==> src/cvas_pkg.sv <==
// Constants shared by the converter setup register bank and its helpers.
// Assumes byte-wide registers on a byte-addressed host register port.
package cvas_pkg;

  // ----------------------------------------------------------------
  // Register port widths
  // ----------------------------------------------------------------
  localparam int ADDR_W = 8;
  localparam int DATA_W = 8;

  // ----------------------------------------------------------------
  // Byte offsets; multi-byte registers keep the low byte first
  // ----------------------------------------------------------------
  localparam logic [7:0] OFF_POS_B0 = 8'h2c;
  localparam logic [7:0] OFF_POS_B1 = 8'h2d;
  localparam logic [7:0] OFF_POS_B2 = 8'h2e;
  localparam logic [7:0] OFF_FSA_LO = 8'h30;
  localparam logic [7:0] OFF_FSA_HI = 8'h31;
  localparam logic [7:0] OFF_FSB_LO = 8'h32;
  localparam logic [7:0] OFF_FSB_HI = 8'h33;
  localparam logic [7:0] OFF_BYPASS = 8'h38;
  localparam logic [7:0] OFF_STAMP = 8'h3b;
  localparam logic [7:0] OFF_SERPE = 8'h48;
  localparam logic [7:0] OFF_INMUX = 8'h60;

  // ----------------------------------------------------------------
  // Reset values
  // ----------------------------------------------------------------
  localparam logic [23:0] RST_POS = 24'h00_0000;
  localparam logic [15:0] RST_FS = 16'ha000;
  localparam logic [7:0] RST_BYTE = 8'h00;
  localparam logic [7:0] RST_INMUX = 8'h01;

  // ----------------------------------------------------------------
  // Field positions
  // ----------------------------------------------------------------
  localparam int BIT_BYPASS = 0;
  localparam int BIT_RECV = 0;
  localparam int BIT_PECL = 1;
  localparam int BIT_BOOST = 3;
  localparam int BIT_SWAP = 4;
  localparam int PE_MSB = 2;
  localparam int SEL_MSB = 1;

  // ----------------------------------------------------------------
  // Single-channel input selection codes
  // ----------------------------------------------------------------
  typedef enum logic [1:0] {
    CVAS_SEL_RSVD = 2'h0,
    CVAS_SEL_INA = 2'h1,
    CVAS_SEL_INB = 2'h2,
    CVAS_SEL_OWN = 2'h3
  } cvas_sel_t;

  // Address match helper used by every register decode.
  function automatic logic cvas_hit(input logic [7:0] addr, input logic [7:0] off);
    cvas_hit = (addr == off);
  endfunction

endpackage

==> src/cvas_route_if.sv <==
// Carrier between the register bank and its input routing helper.
// Assumes both ends share the bank clock.
`timescale 1ns/1ps
`default_nettype none
interface cvas_route_if;
  logic single_mode;
  logic dual_swap;
  logic [1:0] single_sel;
  logic core_a_src_b;
  logic core_b_src_b;
  modport route (
    input single_mode,
    input dual_swap,
    input single_sel,
    output core_a_src_b,
    output core_b_src_b
  );
  modport bank (
    output single_mode,
    output dual_swap,
    output single_sel,
    input core_a_src_b,
    input core_b_src_b
  );
endinterface
`default_nettype wire

==> src/cvas_input_route.sv <==
// Decides which analog input each converter core samples.
// Assumes mode and selection come from the register bank over the carrier.
`timescale 1ns/1ps
`default_nettype none
module cvas_input_route
  import cvas_pkg::*;
(
  cvas_route_if.route rt
);

  // ----------------------------------------------------------------
  // Routing decode
  // ----------------------------------------------------------------
  // Single mode picks one input for both cores, or each core its own.
  wire logic sel_b = (rt.single_sel == CVAS_SEL_INB);
  wire logic sel_own = (rt.single_sel == CVAS_SEL_OWN);
  // Core A takes input B in single mode when B is chosen, in dual mode when swap is set.
  assign rt.core_a_src_b = rt.single_mode ? sel_b : rt.dual_swap;
  // Core B takes input B in single mode for a B pick or its own input, in dual mode when swap is clear.
  assign rt.core_b_src_b = rt.single_mode ? (sel_b | sel_own) : ~rt.dual_swap;

endmodule
`default_nettype wire

==> src/cvas_sysref_capture.sv <==
// Holds the last captured SYSREF edge position word.
// Assumes the detector presents its word with a one-cycle capture strobe.
`timescale 1ns/1ps
`default_nettype none
module cvas_sysref_capture
  import cvas_pkg::*;
(
  input wire logic clk,
  input wire logic reset,
  input wire logic capture,
  input wire logic [23:0] sample,
  output logic [23:0] position
);

  // ----------------------------------------------------------------
  // Capture register
  // ----------------------------------------------------------------
  logic [23:0] pos_r;
  wire logic [23:0] pos_nxt = capture ? sample : pos_r;

  // Keeps the word stable between captures so software reads are coherent.
  always_ff @(posedge clk) begin
    if (reset) begin
      pos_r <= RST_POS;
    end else begin
      pos_r <= pos_nxt;
    end
  end

  assign position = pos_r;

endmodule
`default_nettype wire

==> src/cvas_setup_regs.sv <==
// Configuration and status register bank of the converter analog setup.
// Assumes a synchronous host port: one-cycle strobes, read data next cycle.
//
// How it works
// A 24-bit SYSREF edge position word is readable by software.
// Software reads that word to pick the SYSREF delay choice.
// Input A full-scale code resets to 0xA000; 0x2000 to 0xFFFF spans range.
// Input B full-scale code is separate, same encoding, resets 0xA000.
// Software keeps full-scale codes at or above 0x2000.
// Reference bypass bit 0 selects the analog core supply as reference.
// Stamp input PECL enable at bit 1, resets to zero.
// Stamp receiver enable at bit 0 turns the receiver on, resets zero.
// Three-bit pre-emphasis field drives all sixteen lanes, resets zero.
// Boost bit 3 raises and lengthens lane pre-emphasis.
// Input selector resets 0x01: swap bit 4, single select bits 1:0.
// In dual modes swap set exchanges inputs between channels.
// Single mode: 1 samples A, 2 samples B, 3 each core its own.
// Reserved bits reset zero, read zero and change nothing.
//
// Implementation choice: the strobed register port.
`timescale 1ns/1ps
`default_nettype none
module cvas_setup_regs
  import cvas_pkg::*;
(
  input wire logic clk,
  input wire logic reset,
  input wire logic [7:0] reg_addr,
  input wire logic [7:0] reg_wdata,
  input wire logic reg_wr,
  input wire logic reg_rd,
  output logic [7:0] reg_rdata,
  input wire logic sysref_capture,
  input wire logic [23:0] sysref_sample,
  input wire logic single_chan_mode,
  output logic [15:0] fullscale_code_chan_a,
  output logic [15:0] fullscale_code_chan_b,
  output logic reference_bypass,
  output logic stamp_receiver_enable,
  output logic stamp_input_pecl_enable,
  output logic [2:0] serializer_preemphasis,
  output logic preemphasis_boost,
  output logic core_a_samples_b,
  output logic core_b_samples_b
);

  // ----------------------------------------------------------------
  // Storage
  // ----------------------------------------------------------------
  logic [15:0] fs_a_r;
  logic [15:0] fs_b_r;
  logic bypass_r;
  logic recv_r;
  logic pecl_r;
  logic [2:0] pe_r;
  logic boost_r;
  logic swap_r;
  logic [1:0] sel_r;
  logic [7:0] rdata_r;
  logic core_a_r;
  logic core_b_r;
  logic [23:0] pos;

  // ----------------------------------------------------------------
  // Helpers
  // ----------------------------------------------------------------
  cvas_route_if rt ();

  assign rt.single_mode = single_chan_mode;
  assign rt.dual_swap = swap_r;
  assign rt.single_sel = sel_r;

  cvas_input_route u_route (
    .rt(rt)
  );

  cvas_sysref_capture u_capture (
    .clk(clk),
    .reset(reset),
    .capture(sysref_capture),
    .sample(sysref_sample),
    .position(pos)
  );

  // ----------------------------------------------------------------
  // Write decode
  // ----------------------------------------------------------------
  // Each strobe hits one byte; unmapped writes fall through unused.
  wire logic wr_fsa_lo = reg_wr & cvas_hit(reg_addr, OFF_FSA_LO);
  wire logic wr_fsa_hi = reg_wr & cvas_hit(reg_addr, OFF_FSA_HI);
  wire logic wr_fsb_lo = reg_wr & cvas_hit(reg_addr, OFF_FSB_LO);
  wire logic wr_fsb_hi = reg_wr & cvas_hit(reg_addr, OFF_FSB_HI);
  wire logic wr_bypass = reg_wr & cvas_hit(reg_addr, OFF_BYPASS);
  wire logic wr_stamp = reg_wr & cvas_hit(reg_addr, OFF_STAMP);
  wire logic wr_serpe = reg_wr & cvas_hit(reg_addr, OFF_SERPE);
  wire logic wr_inmux = reg_wr & cvas_hit(reg_addr, OFF_INMUX);

  // ----------------------------------------------------------------
  // Next values
  // ----------------------------------------------------------------
  // Only defined field bits are taken; reserved write bits are dropped.
  wire logic [15:0] fs_a_nxt = {wr_fsa_hi ? reg_wdata : fs_a_r[15:8],
                                wr_fsa_lo ? reg_wdata : fs_a_r[7:0]};
  wire logic [15:0] fs_b_nxt = {wr_fsb_hi ? reg_wdata : fs_b_r[15:8],
                                wr_fsb_lo ? reg_wdata : fs_b_r[7:0]};
  wire logic bypass_nxt = wr_bypass ? reg_wdata[BIT_BYPASS] : bypass_r;
  wire logic recv_nxt = wr_stamp ? reg_wdata[BIT_RECV] : recv_r;
  wire logic pecl_nxt = wr_stamp ? reg_wdata[BIT_PECL] : pecl_r;
  wire logic [2:0] pe_nxt = wr_serpe ? reg_wdata[PE_MSB:0] : pe_r;
  wire logic boost_nxt = wr_serpe ? reg_wdata[BIT_BOOST] : boost_r;
  wire logic swap_nxt = wr_inmux ? reg_wdata[BIT_SWAP] : swap_r;
  wire logic [1:0] sel_nxt = wr_inmux ? reg_wdata[SEL_MSB:0] : sel_r;

  // ----------------------------------------------------------------
  // Read selection
  // ----------------------------------------------------------------
  // Reserved bits and unmapped offsets return zero.
  wire logic [7:0] rd_bypass = {7'h00, bypass_r};
  wire logic [7:0] rd_stamp = {6'h00, pecl_r, recv_r};
  wire logic [7:0] rd_serpe = {4'h0, boost_r, pe_r};
  wire logic [7:0] rd_inmux = {3'h0, swap_r, 2'h0, sel_r};
  wire logic [7:0] rd_mux =
    cvas_hit(reg_addr, OFF_POS_B0) ? pos[7:0] :
    cvas_hit(reg_addr, OFF_POS_B1) ? pos[15:8] :
    cvas_hit(reg_addr, OFF_POS_B2) ? pos[23:16] :
    cvas_hit(reg_addr, OFF_FSA_LO) ? fs_a_r[7:0] :
    cvas_hit(reg_addr, OFF_FSA_HI) ? fs_a_r[15:8] :
    cvas_hit(reg_addr, OFF_FSB_LO) ? fs_b_r[7:0] :
    cvas_hit(reg_addr, OFF_FSB_HI) ? fs_b_r[15:8] :
    cvas_hit(reg_addr, OFF_BYPASS) ? rd_bypass :
    cvas_hit(reg_addr, OFF_STAMP) ? rd_stamp :
    cvas_hit(reg_addr, OFF_SERPE) ? rd_serpe :
    cvas_hit(reg_addr, OFF_INMUX) ? rd_inmux : RST_BYTE;
  // Read data stand only in the cycle after the strobe.
  wire logic [7:0] rdata_nxt = reg_rd ? rd_mux : RST_BYTE;

  // ----------------------------------------------------------------
  // Registers
  // ----------------------------------------------------------------
  // Configuration fields load their reset values on a synchronous reset.
  always_ff @(posedge clk) begin
    if (reset) begin
      fs_a_r <= RST_FS;
      fs_b_r <= RST_FS;
      bypass_r <= RST_BYTE[BIT_BYPASS];
      recv_r <= RST_BYTE[BIT_RECV];
      pecl_r <= RST_BYTE[BIT_PECL];
      pe_r <= RST_BYTE[PE_MSB:0];
      boost_r <= RST_BYTE[BIT_BOOST];
      swap_r <= RST_INMUX[BIT_SWAP];
      sel_r <= RST_INMUX[SEL_MSB:0];
    end else begin
      fs_a_r <= fs_a_nxt;
      fs_b_r <= fs_b_nxt;
      bypass_r <= bypass_nxt;
      recv_r <= recv_nxt;
      pecl_r <= pecl_nxt;
      pe_r <= pe_nxt;
      boost_r <= boost_nxt;
      swap_r <= swap_nxt;
      sel_r <= sel_nxt;
    end
  end

  // Read data and routing outputs are flopped so outputs leave a register.
  always_ff @(posedge clk) begin
    if (reset) begin
      rdata_r <= RST_BYTE;
      core_a_r <= 1'b0;
      core_b_r <= 1'b1;
    end else begin
      rdata_r <= rdata_nxt;
      core_a_r <= rt.core_a_src_b;
      core_b_r <= rt.core_b_src_b;
    end
  end

  // ----------------------------------------------------------------
  // Outputs
  // ----------------------------------------------------------------
  assign reg_rdata = rdata_r;
  assign fullscale_code_chan_a = fs_a_r;
  assign fullscale_code_chan_b = fs_b_r;
  assign reference_bypass = bypass_r;
  assign stamp_receiver_enable = recv_r;
  assign stamp_input_pecl_enable = pecl_r;
  assign serializer_preemphasis = pe_r;
  assign preemphasis_boost = boost_r;
  assign core_a_samples_b = core_a_r;
  assign core_b_samples_b = core_b_r;
endmodule
`default_nettype wire

==> config.mk <==
export PLATFORM = sky130hd
export DESIGN_NAME = cvas_setup_regs
export DESIGN_NICKNAME = d
export VERILOG_FILES = /design/src/cvas_pkg.sv /design/src/cvas_route_if.sv /design/src/cvas_input_route.sv /design/src/cvas_sysref_capture.sv /design/src/cvas_setup_regs.sv
export SDC_FILE = /design/constraint.sdc
export NUM_CORES = 1
export LEC_CHECK = 0
export ABC_AREA = 1
export ABC_CLOCK_PERIOD_IN_PS = 2260
export BUFFER_PORTS_ARGS = -buffer_cell sky130_fd_sc_hd__buf_2
export CELL_PAD_IN_SITES_DETAIL_PLACEMENT = 1
export CELL_PAD_IN_SITES_GLOBAL_PLACEMENT = 1
export CORE_MARGIN = 5
export CORE_UTILIZATION = 40
export CTS_CLUSTER_SIZE = 20
export DETAILED_ROUTE_END_ITERATION = 6
export MAX_ROUTING_LAYER = met4
export PLACE_DENSITY_LB_ADDON = 0.1
export SYNTH_ARGS = -nofsm -noshare
export SYNTH_HDL_FRONTEND = slang
export SYNTH_SLANG_ARGS = --single-unit
==> constraint.sdc <==
create_clock -name clk -period 2.26 [get_ports clk]
set_input_delay 0.226 -clock clk [delete_from_list [all_inputs] [get_ports clk]]
set_output_delay 0.226 -clock clk [all_outputs]
set_load 0.03 [all_outputs]
==> summary.md, run 1 <==
| Metric | Value |
|---|---|
| Outcome | complete, no violations |
| Area leader, netlist | dfxtp_1 |
| Antenna cell count | 0 |
| Hold-fix buffers, CTS | 0 |
| # IOs | 95 |
| Share of cells above drive strength 1 | 0.253 |
| CP max FO | 12 |
| Hold wc startpoint | sysref_sample[4] |
| Psw | 0.671 mW |
| Final period util | 0.626 |
| CP Capture Type | register |
| Mapped Cells | 455 |
| Worst-Margin Slew | between 600 and 700 ps |
| Unrepaired setup endpoints after global routing | false |
| Hold Worst Slack | between 90 and 100 ps |
| CP arrival | approximately 1700 ps |
| Port bufs | 94 |
| Pins over their slew limit | 0 |
| Sink Count | 76 |
| Tmin final | 1420 ps |
| CTS tree | built |
| First-pass GRT wire length | 16800 um |
| Vias post-DR | 3306 |
| Starting Density | 0.412 |
| Seq cells post-synth | 76 |
| Remaining global-route overflow | 0 |
| Clk_skew | ~10 ps |
| Flop2flop setup slack | 1090 ps |
| Die height | 102 um |
| DRC violations left | 0 |
| Die width | 102 um |
| CP Launch Point | reg_addr[7] |
| CP Launch Type | input port |
| Slew margin rel. | 0.550 |
| Row count | 33 |
| Synth top area cells | dfxtp_1 (45%), o21ai_0 (8.7%), nor2_1 (8.5%) |
| Largest net degree at the start of global routing | 32 |
| HP Class | in2reg |
| Vias per inst | approximately 5.1 |
| Setup TNS | 0 ps |
| H-Tree Depth | 3 |
| EDFF count, synth | 0 |
| Logic pwr share | 0.081 |
| Achievable clock frequency | between 700 and 800 MHz |
| Register area share after synthesis | 0.450 |
| Tot GR Track Use | 0.215 |
| R2r startpoint | fullscale_code_chan_b[15] |
| Avg Inst Size Synth | 7.44 um2 |
| Pint | 1.84 mW |
| Die ar. | 0.0104 mm2 |
| Routed length per instance | 16.2 um |
| CTS root buffer | clkbuf_8 |
| Critical Setup Path Class | in2reg |
| Area share of the leading cell type in the synthesized netlist | 0.450 |
| Most common cell after layout, fill and taps aside | buf_2 |
| DR pass1 iterations | 4 |
| Post-synth design cell area | 0.00338 mm2 |
| Synth unique cells | 32 |
| P&R area growth vs syn | 20.2% |
| Total wire length | around 11000 um |
| Peak supply drop | between 200 and 250 uV |
| Post-route antenna net violation count | 0 |
| Post-CTS Resized | 0 |
| Synth warnings | 0 |
| Post-layout nets | 590 |
| M2 GR Usage | 0.369 |
| Met3 usage | 0.0403 |
| Seq pwr share | 0.553 |
| Post CTS Setup Buffer Count | 0 |
| Syn Nets | 501 |
| Count of final setup violators | 0 |
| Power Dens Cells | around 620 mW/mm2 |
| Num CTS Buffers | 9 |
| Vias in the first global route | 3444 |
| Pleak | roughly 2 nW |
| Max-cap check violation count | 0 |
| Most frequent cells in the layout | buf_2 (94), nor2_1 (77), dfxtp_1 (76), o21ai_0 (59), nand2_1 (50) |
| GR peak layer | met2 |
| Clock share of power | 0.366 |
| GP Congestion | around 0.84 |
| Ys async rst share | 0 |
| Worst skew pair latency | 350 ps |
| Grt met1 use | 0.256 |
| Final hold violations | 0 |
| Clock-pin slew on the worst setup and hold paths | about 80 ps |
| Required @ worst endpoint | between 2000 and 3000 ps |
| Max Buffers Root-to-Sink | 2 |
| Core Area | 0.00822 mm2 |
| Iteration-0 DRC Markers | about 110 |
| Antenna violations before repair | 0 |
| Main flop type after synthesis | dfxtp_1 |
| Net Sw Frac | 0.267 |
| Dpl hpwl | 8210 um |
## stage by stage
| step | instances | total power, mW | utilization | setup WS (ps) | instance area (um2) |
|---|---|---|---|---|---|
| 6_report | 654 | 2.51 | 0.495 | 844 | 4070 |
| 5_1_grt | 654 | 2.63 | 0.495 | 658 | 4070 |
| 4_1_cts | 654 | 2.54 | 0.495 | 876 | 4070 |
| 3_5_place_dp | 638 | 1.62 | 0.475 | 492 | 3900 |
| 3_3_place_gp | 638 | 1.61 | 0.475 | 529 | 3900 |
| 2_1_floorplan | 455 | 1.53 | - | 994 | 3380 |
## synth_stat cells, types with 2 or more instances
| cell type | n |
|---|---|
| nand2_4 | 3 |
| inv_1 | 48 |
| nor2_1 | 77 |
| clkbuf_1 | 12 |
| o21ai_2 | 2 |
| nand4_1 | 10 |
| or2_0 | 6 |
| inv_4 | 3 |
| a211oi_1 | 3 |
| nand2_1 | 50 |
| a21oi_2 | 2 |
| nand3_1 | 21 |
| nor2_4 | 4 |
| o2111ai_1 | 2 |
| a21oi_1 | 46 |
| o21ai_0 | 59 |
| nor2_8 | 3 |
| buf_2 | 2 |
| o211ai_1 | 5 |
| buf_6 | 2 |
| dfxtp_1 | 76 |
| nand2_2 | 3 |
| inv_2 | 7 |
## metal layers
layer	vias up	part of all wire	routed length (um)
li1	1665	-	-
met3	12	0.044	463
met2	73	0.50	5270
met4	0	0.016	172
met5	-	0	0
met1	1556	0.44	4680
## final cells by class
| class | count | area, um2 |
|---|---|---|
| clock inverters | 5 | 36.3 |
| clock buffers | 11 | 131 |
| multi-input cells | 303 | 1540 |
| repair buffers | 96 | 485 |
| fillers | 1092 | 4150 |
| well taps | 105 | 131 |
| inverters | 58 | 225 |
| flip-flops and latches | 76 | 1520 |
## state kept, by name, summed over array words and instances (netlist names), 2 cells and up
signal / cells
u_capture.position: 24
fullscale_code_chan_a: 16
fullscale_code_chan_b: 16
reg_rdata: 8
serializer_preemphasis: 3
rt.single_sel: 2
## cells by family after synthesis
group,share of synthesized area
DFF,0.450
buffers and inverters,0.0961
AOI/OAI and AO/OA,0.197
and+or+nand+nor,0.258
## final timing paths
check                                    to  cells after the start
setup reg to reg               reg_rdata[7]                      6
hold / removal        u_capture.position[4]                      3
hold reg to reg   serializer_preemphasis[1]                      2
setup / recovery   fullscale_code_chan_b[5]                      9
## power by group through the flow
stage	combinational [mW]	sequential, mW	clock (mW)
2_1_floorplan	0.110	1.42	0
3_3_place_gp	0.196	1.42	0
3_5_place_dp	0.203	1.42	0
4_1_cts	0.205	1.39	0.950
5_1_grt	0.230	1.39	1.01
6_report	0.203	1.39	0.919
## worst max-delay path: stages
cell	delay [ps]
buf_2	100
inv_1	80
nand2_1	90
nor2_4	290
nand2_2	140
inv_2	180
nand2_1	260
o21ai_0	220
a21oi_1	60
(Power assumes the default switching activity.)
==> inputs of run 2 (changes only) <==
--- a/config.mk
+++ b/config.mk
@@ -6,12 +6,12 @@
 export NUM_CORES = 1
 export LEC_CHECK = 0
 export ABC_AREA = 1
-export ABC_CLOCK_PERIOD_IN_PS = 2260
+export ABC_CLOCK_PERIOD_IN_PS = 1400
 export BUFFER_PORTS_ARGS = -buffer_cell sky130_fd_sc_hd__buf_2
 export CELL_PAD_IN_SITES_DETAIL_PLACEMENT = 1
 export CELL_PAD_IN_SITES_GLOBAL_PLACEMENT = 1
 export CORE_MARGIN = 5
-export CORE_UTILIZATION = 40
+export CORE_UTILIZATION = 37
 export CTS_CLUSTER_SIZE = 20
 export DETAILED_ROUTE_END_ITERATION = 6
 export MAX_ROUTING_LAYER = met4
==> constraint.sdc (replaced) <==
create_clock -name clk -period 1.4 [get_ports clk]
set_input_delay 0.14 -clock clk [delete_from_list [all_inputs] [get_ports clk]]
set_output_delay 0.14 -clock clk [all_outputs]
set_load 0.03 [all_outputs]
==> run 2 against run 1 <==
- count of clock-buffer cells in the layout shrank 1
- critical path depth up 4
- die area up 7.3%
- global-route usage decreased by 0.86 points
- routed wire length grew 3.0%
- clock power rose by 110%
- non-clock buffer count increased by 29
- total power increased by 81%
- worst setup slack got worse by 630 ps
- first-iteration DRC count grew 2.7%
- final area grew 7.2%
- critical path type unchanged
- largest cell class unchanged
- highest routed layer unchanged
==> summary.md, run 2 (same netlist as run 1, synthesis figures left out) <==
| Metric | Value |
|---|---|
| Hold wc startpoint | sysref_sample[2] |
| Unrepaired setup endpoints after global routing | false |
| R2r startpoint | fullscale_code_chan_b[10] |
| Starting Density | 0.373 (-0.0385) |
| Worst-Margin Slew | 419 ps (-255 ps) |
| Most common cell after layout, fill and taps aside | buf_2 |
| Sink Count | 76 (unchanged) |
| Routed length per instance | 15.8 um (-2.2%) |
| Hold path depth | 3 (unchanged) |
| Share of cells above drive strength 1 | 0.292 (+0.0392) |
| Max-cap check violation count | 0 (unchanged) |
| Final std cells w/o fill | 689 (+5.4%) |
| Final hold violations | 0 (unchanged) |
| Remaining global-route overflow | 0 (unchanged) |
| Final setup margin | 214 ps (-630 ps) |
| Antenna violations before repair | 0 (unchanged) |
| Slew margin rel. | 0.720 (+0.170) |
| Setup TNS | 0 ps (unchanged) |
| Tot GR Track Use | 0.207 (-0.00856) |
| Final Util | 0.481 (-0.0142) |
| Post CTS Setup Buffer Count | 0 (unchanged) |
| # IOs | 95 (unchanged) |
| Vias post-DR | 3422 (+3.5%) |
| Achievable clock frequency | 843 MHz |
| Hold Path Sink | u_capture.position[2] |
| Iteration-0 DRC Markers | 115 (+2.7%) |
| Die width | 106 um (+3.6%) |
| Dpl hpwl | 8720 um (+6.3%) |
| Largest register FFs | 24 (unchanged) |
| Clock-pin slew on the worst setup and hold paths | 80 ps (about the same) |
| Count of final setup violators | 0 (unchanged) |
| Required @ worst endpoint | 1650 ps (-850 ps) |
| CTS root buffer | clkbuf_8 |
| Pins over their slew limit | 0 (unchanged) |
| First-pass GRT wire length | 18000 um (+6.7%) |
| Port bufs | 94 (unchanged) |
| Power Dens Cells | 1040 mW/mm2 (+69%) |
| CP Launch Type | input port |
| Post-route antenna net violation count | 0 (unchanged) |
| Outcome | complete, no violations |
| Tmin final | between 1000 and 1500 ps |
| Inst Count DP | 672 (+5.3%) |
| Pleak | 2.14 nW (+9.1%) |
| Post-layout nets | 619 (+4.9%) |
| Max Buffers Root-to-Sink | 2 (unchanged) |
| Worst skew pair latency | 350 ps (about the same) |
| Critical R2R Capture | reg_rdata[2] |
| Power, Total | 4.54 mW (+81%) |
| # fillers | 1169 (+7.1%) |
| Vias in the first global route | 3569 (+3.6%) |
| HP Class | in2reg |
| GP Congestion | 0.839 (-0.36%) |
| Most frequent cells in the layout | buf_2 (94), nor2_1 (77), dfxtp_1 (76), o21ai_0 (59), nand2_1 (50) |
| Final period util | 0.847 |
| Pre-CTS WS | -88.1 ps (-580 ps) |
| Critical Setup Path Class | in2reg |
| Die height | 106 um (+3.6%) |
| Num CTS Buffers | 9 (unchanged) |
| Flop2flop setup slack | 260 ps (-830 ps) |
| Die ar. | 0.0112 mm2 (+7.3%) |
| CTS tree | built |
| CP max FO | 6 (-6) |
| H-Tree Depth | 3 (unchanged) |
| Clk_skew | 13.8 ps (+3.80 ps) |
| Total wire length | 10900 um (+3.0%) |
| DR pass1 iterations | 5 (+1) |
| R2R cell count | 6 (unchanged) |
| Peak supply drop | 496 uV (+100%) |
| Vias per inst | 4.97 (-1.7%) |
| Core Area | 0.00906 mm2 (+10%) |
| P&R area growth vs syn | 28.8% |
| DRC violations left | 0 (unchanged) |
| CP Capture Type | register |
| Row count | 35 (+6.1%) |
| Largest net degree at the start of global routing | 25 (-22%) |
| CP arrival | 1440 ps (-210 ps) |
| Antenna cell count | 0 (unchanged) |
==> run 2: final cells by class <==
type / count / area (um2) / share of cell area
flip-flops and latches: 76 / 1520 / 0.349
repair buffers: 125 / 706 / 0.162
clock inverters: 6 / 93.8 / 0.0215
inverters: 58 / 225 / 0.0516
multi-input cells: 303 / 1540 / 0.353
clock buffers: 10 / 138 / 0.0316
well taps: 111 / 139 / 0.0319
==> run 2: timing repair <==
| action | 4_1_cts | 5_1_grt |
|---|---|---|
| setup endpoints to repair | 0 | 0 |
| gates resized for setup | 0 | 0 |
| hold endpoints to repair | 0 | 1 |
| hold buffers | 0 | 1 |
==> run 2: metal layers <==
metal | vias up | part of all wire | GRT usage
li1 | 1726 | - | -
met1 | 1601 | 0.46 | 0.256
met2 | 81 | 0.49 | 0.340
met3 | 14 | 0.043 | 0.0447
met4 | 0 | 0.014 | 0.0601
met5 | - | 0 | -
==> run 2: worst max-delay path by stage <==
stage	startpoint	endpoint	slack, ps	cells after the start
after CTS	fullscale_code_chan_a[14]	fullscale_code_chan_a[14]	240	1
final	reg_addr[7]	reg_rdata[2]	210	13
after global routing	reg_addr[3]	reg_rdata[2]	120	13
after floorplan	reg_addr[7]	reg_rdata[2]	220	9
after global placement	reg_addr[6]	reg_rdata[2]	-40	13
after detailed placement	reg_addr[7]	reg_rdata[2]	-90	13
==> run 2: through the flow <==
step | area, um2 | hold WS, ps
final | 4360 | 13.2
after global routing | 4360 | 18.1
after CTS | 4350 | 2.75
after detailed placement | 4120 | 372
after global placement | 4120 | 361
after floorplan | 3380 | 266
==> run 2: where the power goes <==
part	switching (mW)	leakage [nW]	total (mW)	internal [mW]
Clock	0.868	0.113	1.94	1.07
Sequential	0.0294	0.619	2.24	2.21
Combinational	0.226	1.41	0.364	0.138
==> run 2: worst max-delay path, stage by stage <==
cell,delay [ps]
buf_2,80
inv_1,50
nand2_1,110
nor2_4,70
buf_4,140
nand2_4,90
inv_4,60
nand2_1,80
o211ai_1,90
nor2_1,200
nand4_1,150
nand3_1,120
inv_1,40
==> inputs of run 3 (changes only) <==
--- a/config.mk
+++ b/config.mk
@@ -6,7 +6,7 @@
 export NUM_CORES = 1
 export LEC_CHECK = 0
 export ABC_AREA = 1
-export ABC_CLOCK_PERIOD_IN_PS = 1400
+export ABC_CLOCK_PERIOD_IN_PS = 1100
 export BUFFER_PORTS_ARGS = -buffer_cell sky130_fd_sc_hd__buf_2
 export CELL_PAD_IN_SITES_DETAIL_PLACEMENT = 1
 export CELL_PAD_IN_SITES_GLOBAL_PLACEMENT = 1
==> constraint.sdc (replaced) <==
create_clock -name clk -period 1.1 [get_ports clk]
set_input_delay 0.11 -clock clk [delete_from_list [all_inputs] [get_ports clk]]
set_output_delay 0.11 -clock clk [all_outputs]
set_load 0.03 [all_outputs]
==> run 3 against run 2 <==
- the run now ends with setup timing left
- routed wire length rose by 15%
- sequential power increased by 27%
- hold slack improved by 12 ps
- via count rose by 9.2%
- count of clock-buffer cells in the layout unchanged
- cell count rose by 7.1%
- critical endpoint is now reg_rdata[0]
- largest cell class unchanged
- largest power group unchanged
==> summary.md, run 3 (same netlist as run 1, synthesis figures left out) <==
| Metric | Value |
|---|---|
| Starting Density | 0.373 (unchanged) |
| Sink Count | 76 (unchanged) |
| Most frequent cells in the layout | nor2_1 (73), buf_2 (73), dfxtp_1 (59), o21ai_0 (58), buf_4 (52) |
| Seq pwr share | 0.496 (+0.002) |
| Remaining global-route overflow | 0 (unchanged) |
| Post-layout nets | 668 (+7.9%) |
| Total wire length | 12600 um (+15%) |
| Routed length per instance | 17.0 um (+7.6%) |
| Clock share of power | 0.397 (-0.029) |
| Max incr delay on CP | 150 ps (-50 ps) |
| Tmin final | 1190 ps |
| Pint | 4.22 mW (+23%) |
| Clock-pin slew on the worst setup and hold paths | 90 ps (about the same) |
| Largest net degree at the start of global routing | 58 (+130%) |
| CP max FO | 7 (+1) |
| Max Buffers Root-to-Sink | 2 (unchanged) |
| DRC violations left | 0 (unchanged) |
| Core Area | 0.00906 mm2 (unchanged) |
| Final hold violations | 0 (unchanged) |
| Die height | 106 um (unchanged) |
| Max-cap check violation count | 0 (unchanged) |
| Tot GR Track Use | 0.226 (+0.0198) |
| CTS tree | built |
| Peak supply drop | 618 uV (+25%) |
| Final setup margin | -89.2 ps (-304 ps) |
| Num CTS Buffers | 9 (unchanged) |
| Net Sw Frac | 0.266 (+0.0185) |
| P&R area growth vs syn | 49.1% |
| Violated checks | setup timing |
| Required @ worst endpoint | 1360 ps (-290 ps) |
| Clk_skew | 13.9 ps (+0.149 ps) |
| Vias post-DR | 3736 (+9.2%) |
| DR pass1 iterations | 4 (-1) |
| # IOs | 95 (unchanged) |
| H-Tree Depth | 3 (unchanged) |
| Pleak | 2.42 nW (+13%) |
| Critical Path Most Common Cell | nand3_1 |
| Area after DPL | 0.00433 mm2 (+5.2%) |
| CP Cell Sequence | buf_4 -> nand2_4 -> nor2_4 -> buf_12 -> buf_6 -> buf_4 -> nand3_1 -> nand3_1 -> nor2_1 -> nand4_1 -> nand2_1 -> nand3_1 -> nand2_1 -> inv_1 |
| Critical Setup Path Class | in2reg |
| Port bufs | 94 (unchanged) |
| Outcome | finished, violations left |
| Setup TNS | -89.2 ps (-89.2 ps) |
| Iteration-0 DRC Markers | 135 (+17%) |
| Logic pwr share | 0.106 (+0.026) |
| CTS root buffer | clkbuf_8 |
| GP Congestion | 0.865 (+3.1%) |
| Worst skew pair latency | 360 ps (about the same) |
| Antenna violations before repair | 0 (unchanged) |
| Vias in the first global route | 3812 (+6.8%) |
| Pre-CTS WS | -439 ps (-351 ps) |
| Slowest cell on the critical path | nor2_1 |
| Unrepaired setup endpoints after global routing | true |
| Final Util | 0.557 (+0.0756) |
| Achievable clock frequency | 841 MHz |
| First-pass GRT wire length | 19400 um (+7.9%) |
| Slew margin rel. | 0.780 (+0.0605) |
| Dpl hpwl | 8940 um (+2.5%) |
| Power Dens Cells | 1140 mW/mm2 (+9.3%) |
| Post-route antenna net violation count | 0 (unchanged) |
| Die width | 106 um (unchanged) |
| Final period util | 1.08 |
| Hold Worst Slack | 25.1 ps (+11.9 ps) |
| CP arrival | 1450 ps (about the same) |
| CP Launch Type | input port |
| Pins over their slew limit | 0 (unchanged) |
| Worst-Margin Slew | 329 ps (-89.5 ps) |
| Psw | 1.53 mW (+36%) |
| Largest register FFs | 24 (unchanged) |
| HP Class | in2reg |
| Antenna cell count | 0 (unchanged) |
| Count of final setup violators | 1 (+1) |
| Share of cells above drive strength 1 | 0.380 (+0.0872) |
| Row count | 35 (unchanged) |
| Vias per inst | 5.06 (+1.9%) |
| Die ar. | 0.0112 mm2 (unchanged) |
| Fin area | 0.00505 mm2 (+16%) |
| CP Capture Type | register |
-- run 3: cell types whose count changed in the layout (fill, tap and decap cells not counted), sizes merged --
cell / before / now
dlygate4sd3: 1 / 24
buf: 124 / 141
clkbuf: 10 / 18
bufinv: 2 / 1
clkinv: 1 / 2
nor2: 85 / 86
-- run 3: what timing repair did --
item | CTS | global route
cloned | 0 | 1
gates resized for setup | 21 | 59
setup buffers | 1 | 7
hold buffers | 24 | 0
endpoints found under the setup margin | 12 | 42
pin swaps | 4 | 25
endpoints found under the hold margin | 24 | 0
-- run 3: cell type report --
cell class / count / area, um2
timing repair buffer: 173 / 1280
clock buffer: 10 / 138
inverter: 58 / 240
tap: 111 / 139
multi-input combinational: 304 / 1630
sequential: 76 / 1540
fill: 1171 / 4020
clock inverter: 6 / 68.8
-- run 3: power groups by stage --
stage          logic, mW  clock network [mW]  registers, mW
4_1_cts            0.578                2.31           2.85
2_1_floorplan      0.233                   0           2.92
5_1_grt            0.675                2.44           2.86
3_3_place_gp       0.491                   0           2.91
6_report           0.612                2.28           2.85
3_5_place_dp       0.506                   0           2.92
-- run 3: layer usage --
metal  up-vias  GRT usage  wire length, um
met2        87      0.382             6410
met1      1805      0.283             5480
met4         0     0.0648              176
met5         -          -                0
met3        17     0.0318              496
li1       1827          -                -
-- run 3: path summary, 6_finish.rpt --
kind | startpoint | endpoint | slack (ps) | depth (start not counted)
worst min-delay path | reg_wdata[5] | fullscale_code_chan_b[13] | 30 | 3
worst min register to register | serializer_preemphasis[0] | serializer_preemphasis[0] | 470 | 2
worst max register to register | stamp_receiver_enable | reg_rdata[0] | -70 | 8
worst max-delay path | reg_addr[4] | reg_rdata[0] | -90 | 14
-- run 3: worst max-delay path, delay by kind of cell --
kind | cells | cell delay [ps]
buffers and inverters | 5 | 540
AND/OR/NAND/NOR | 9 | 790
-- run 3: through the flow --
stage | total power [mW] | instances
after floorplan | 3.15 | 455
after global routing | 5.97 | 738
after CTS | 5.74 | 731
final | 5.75 | 738
after global placement | 3.41 | 690
after detailed placement | 3.42 | 690
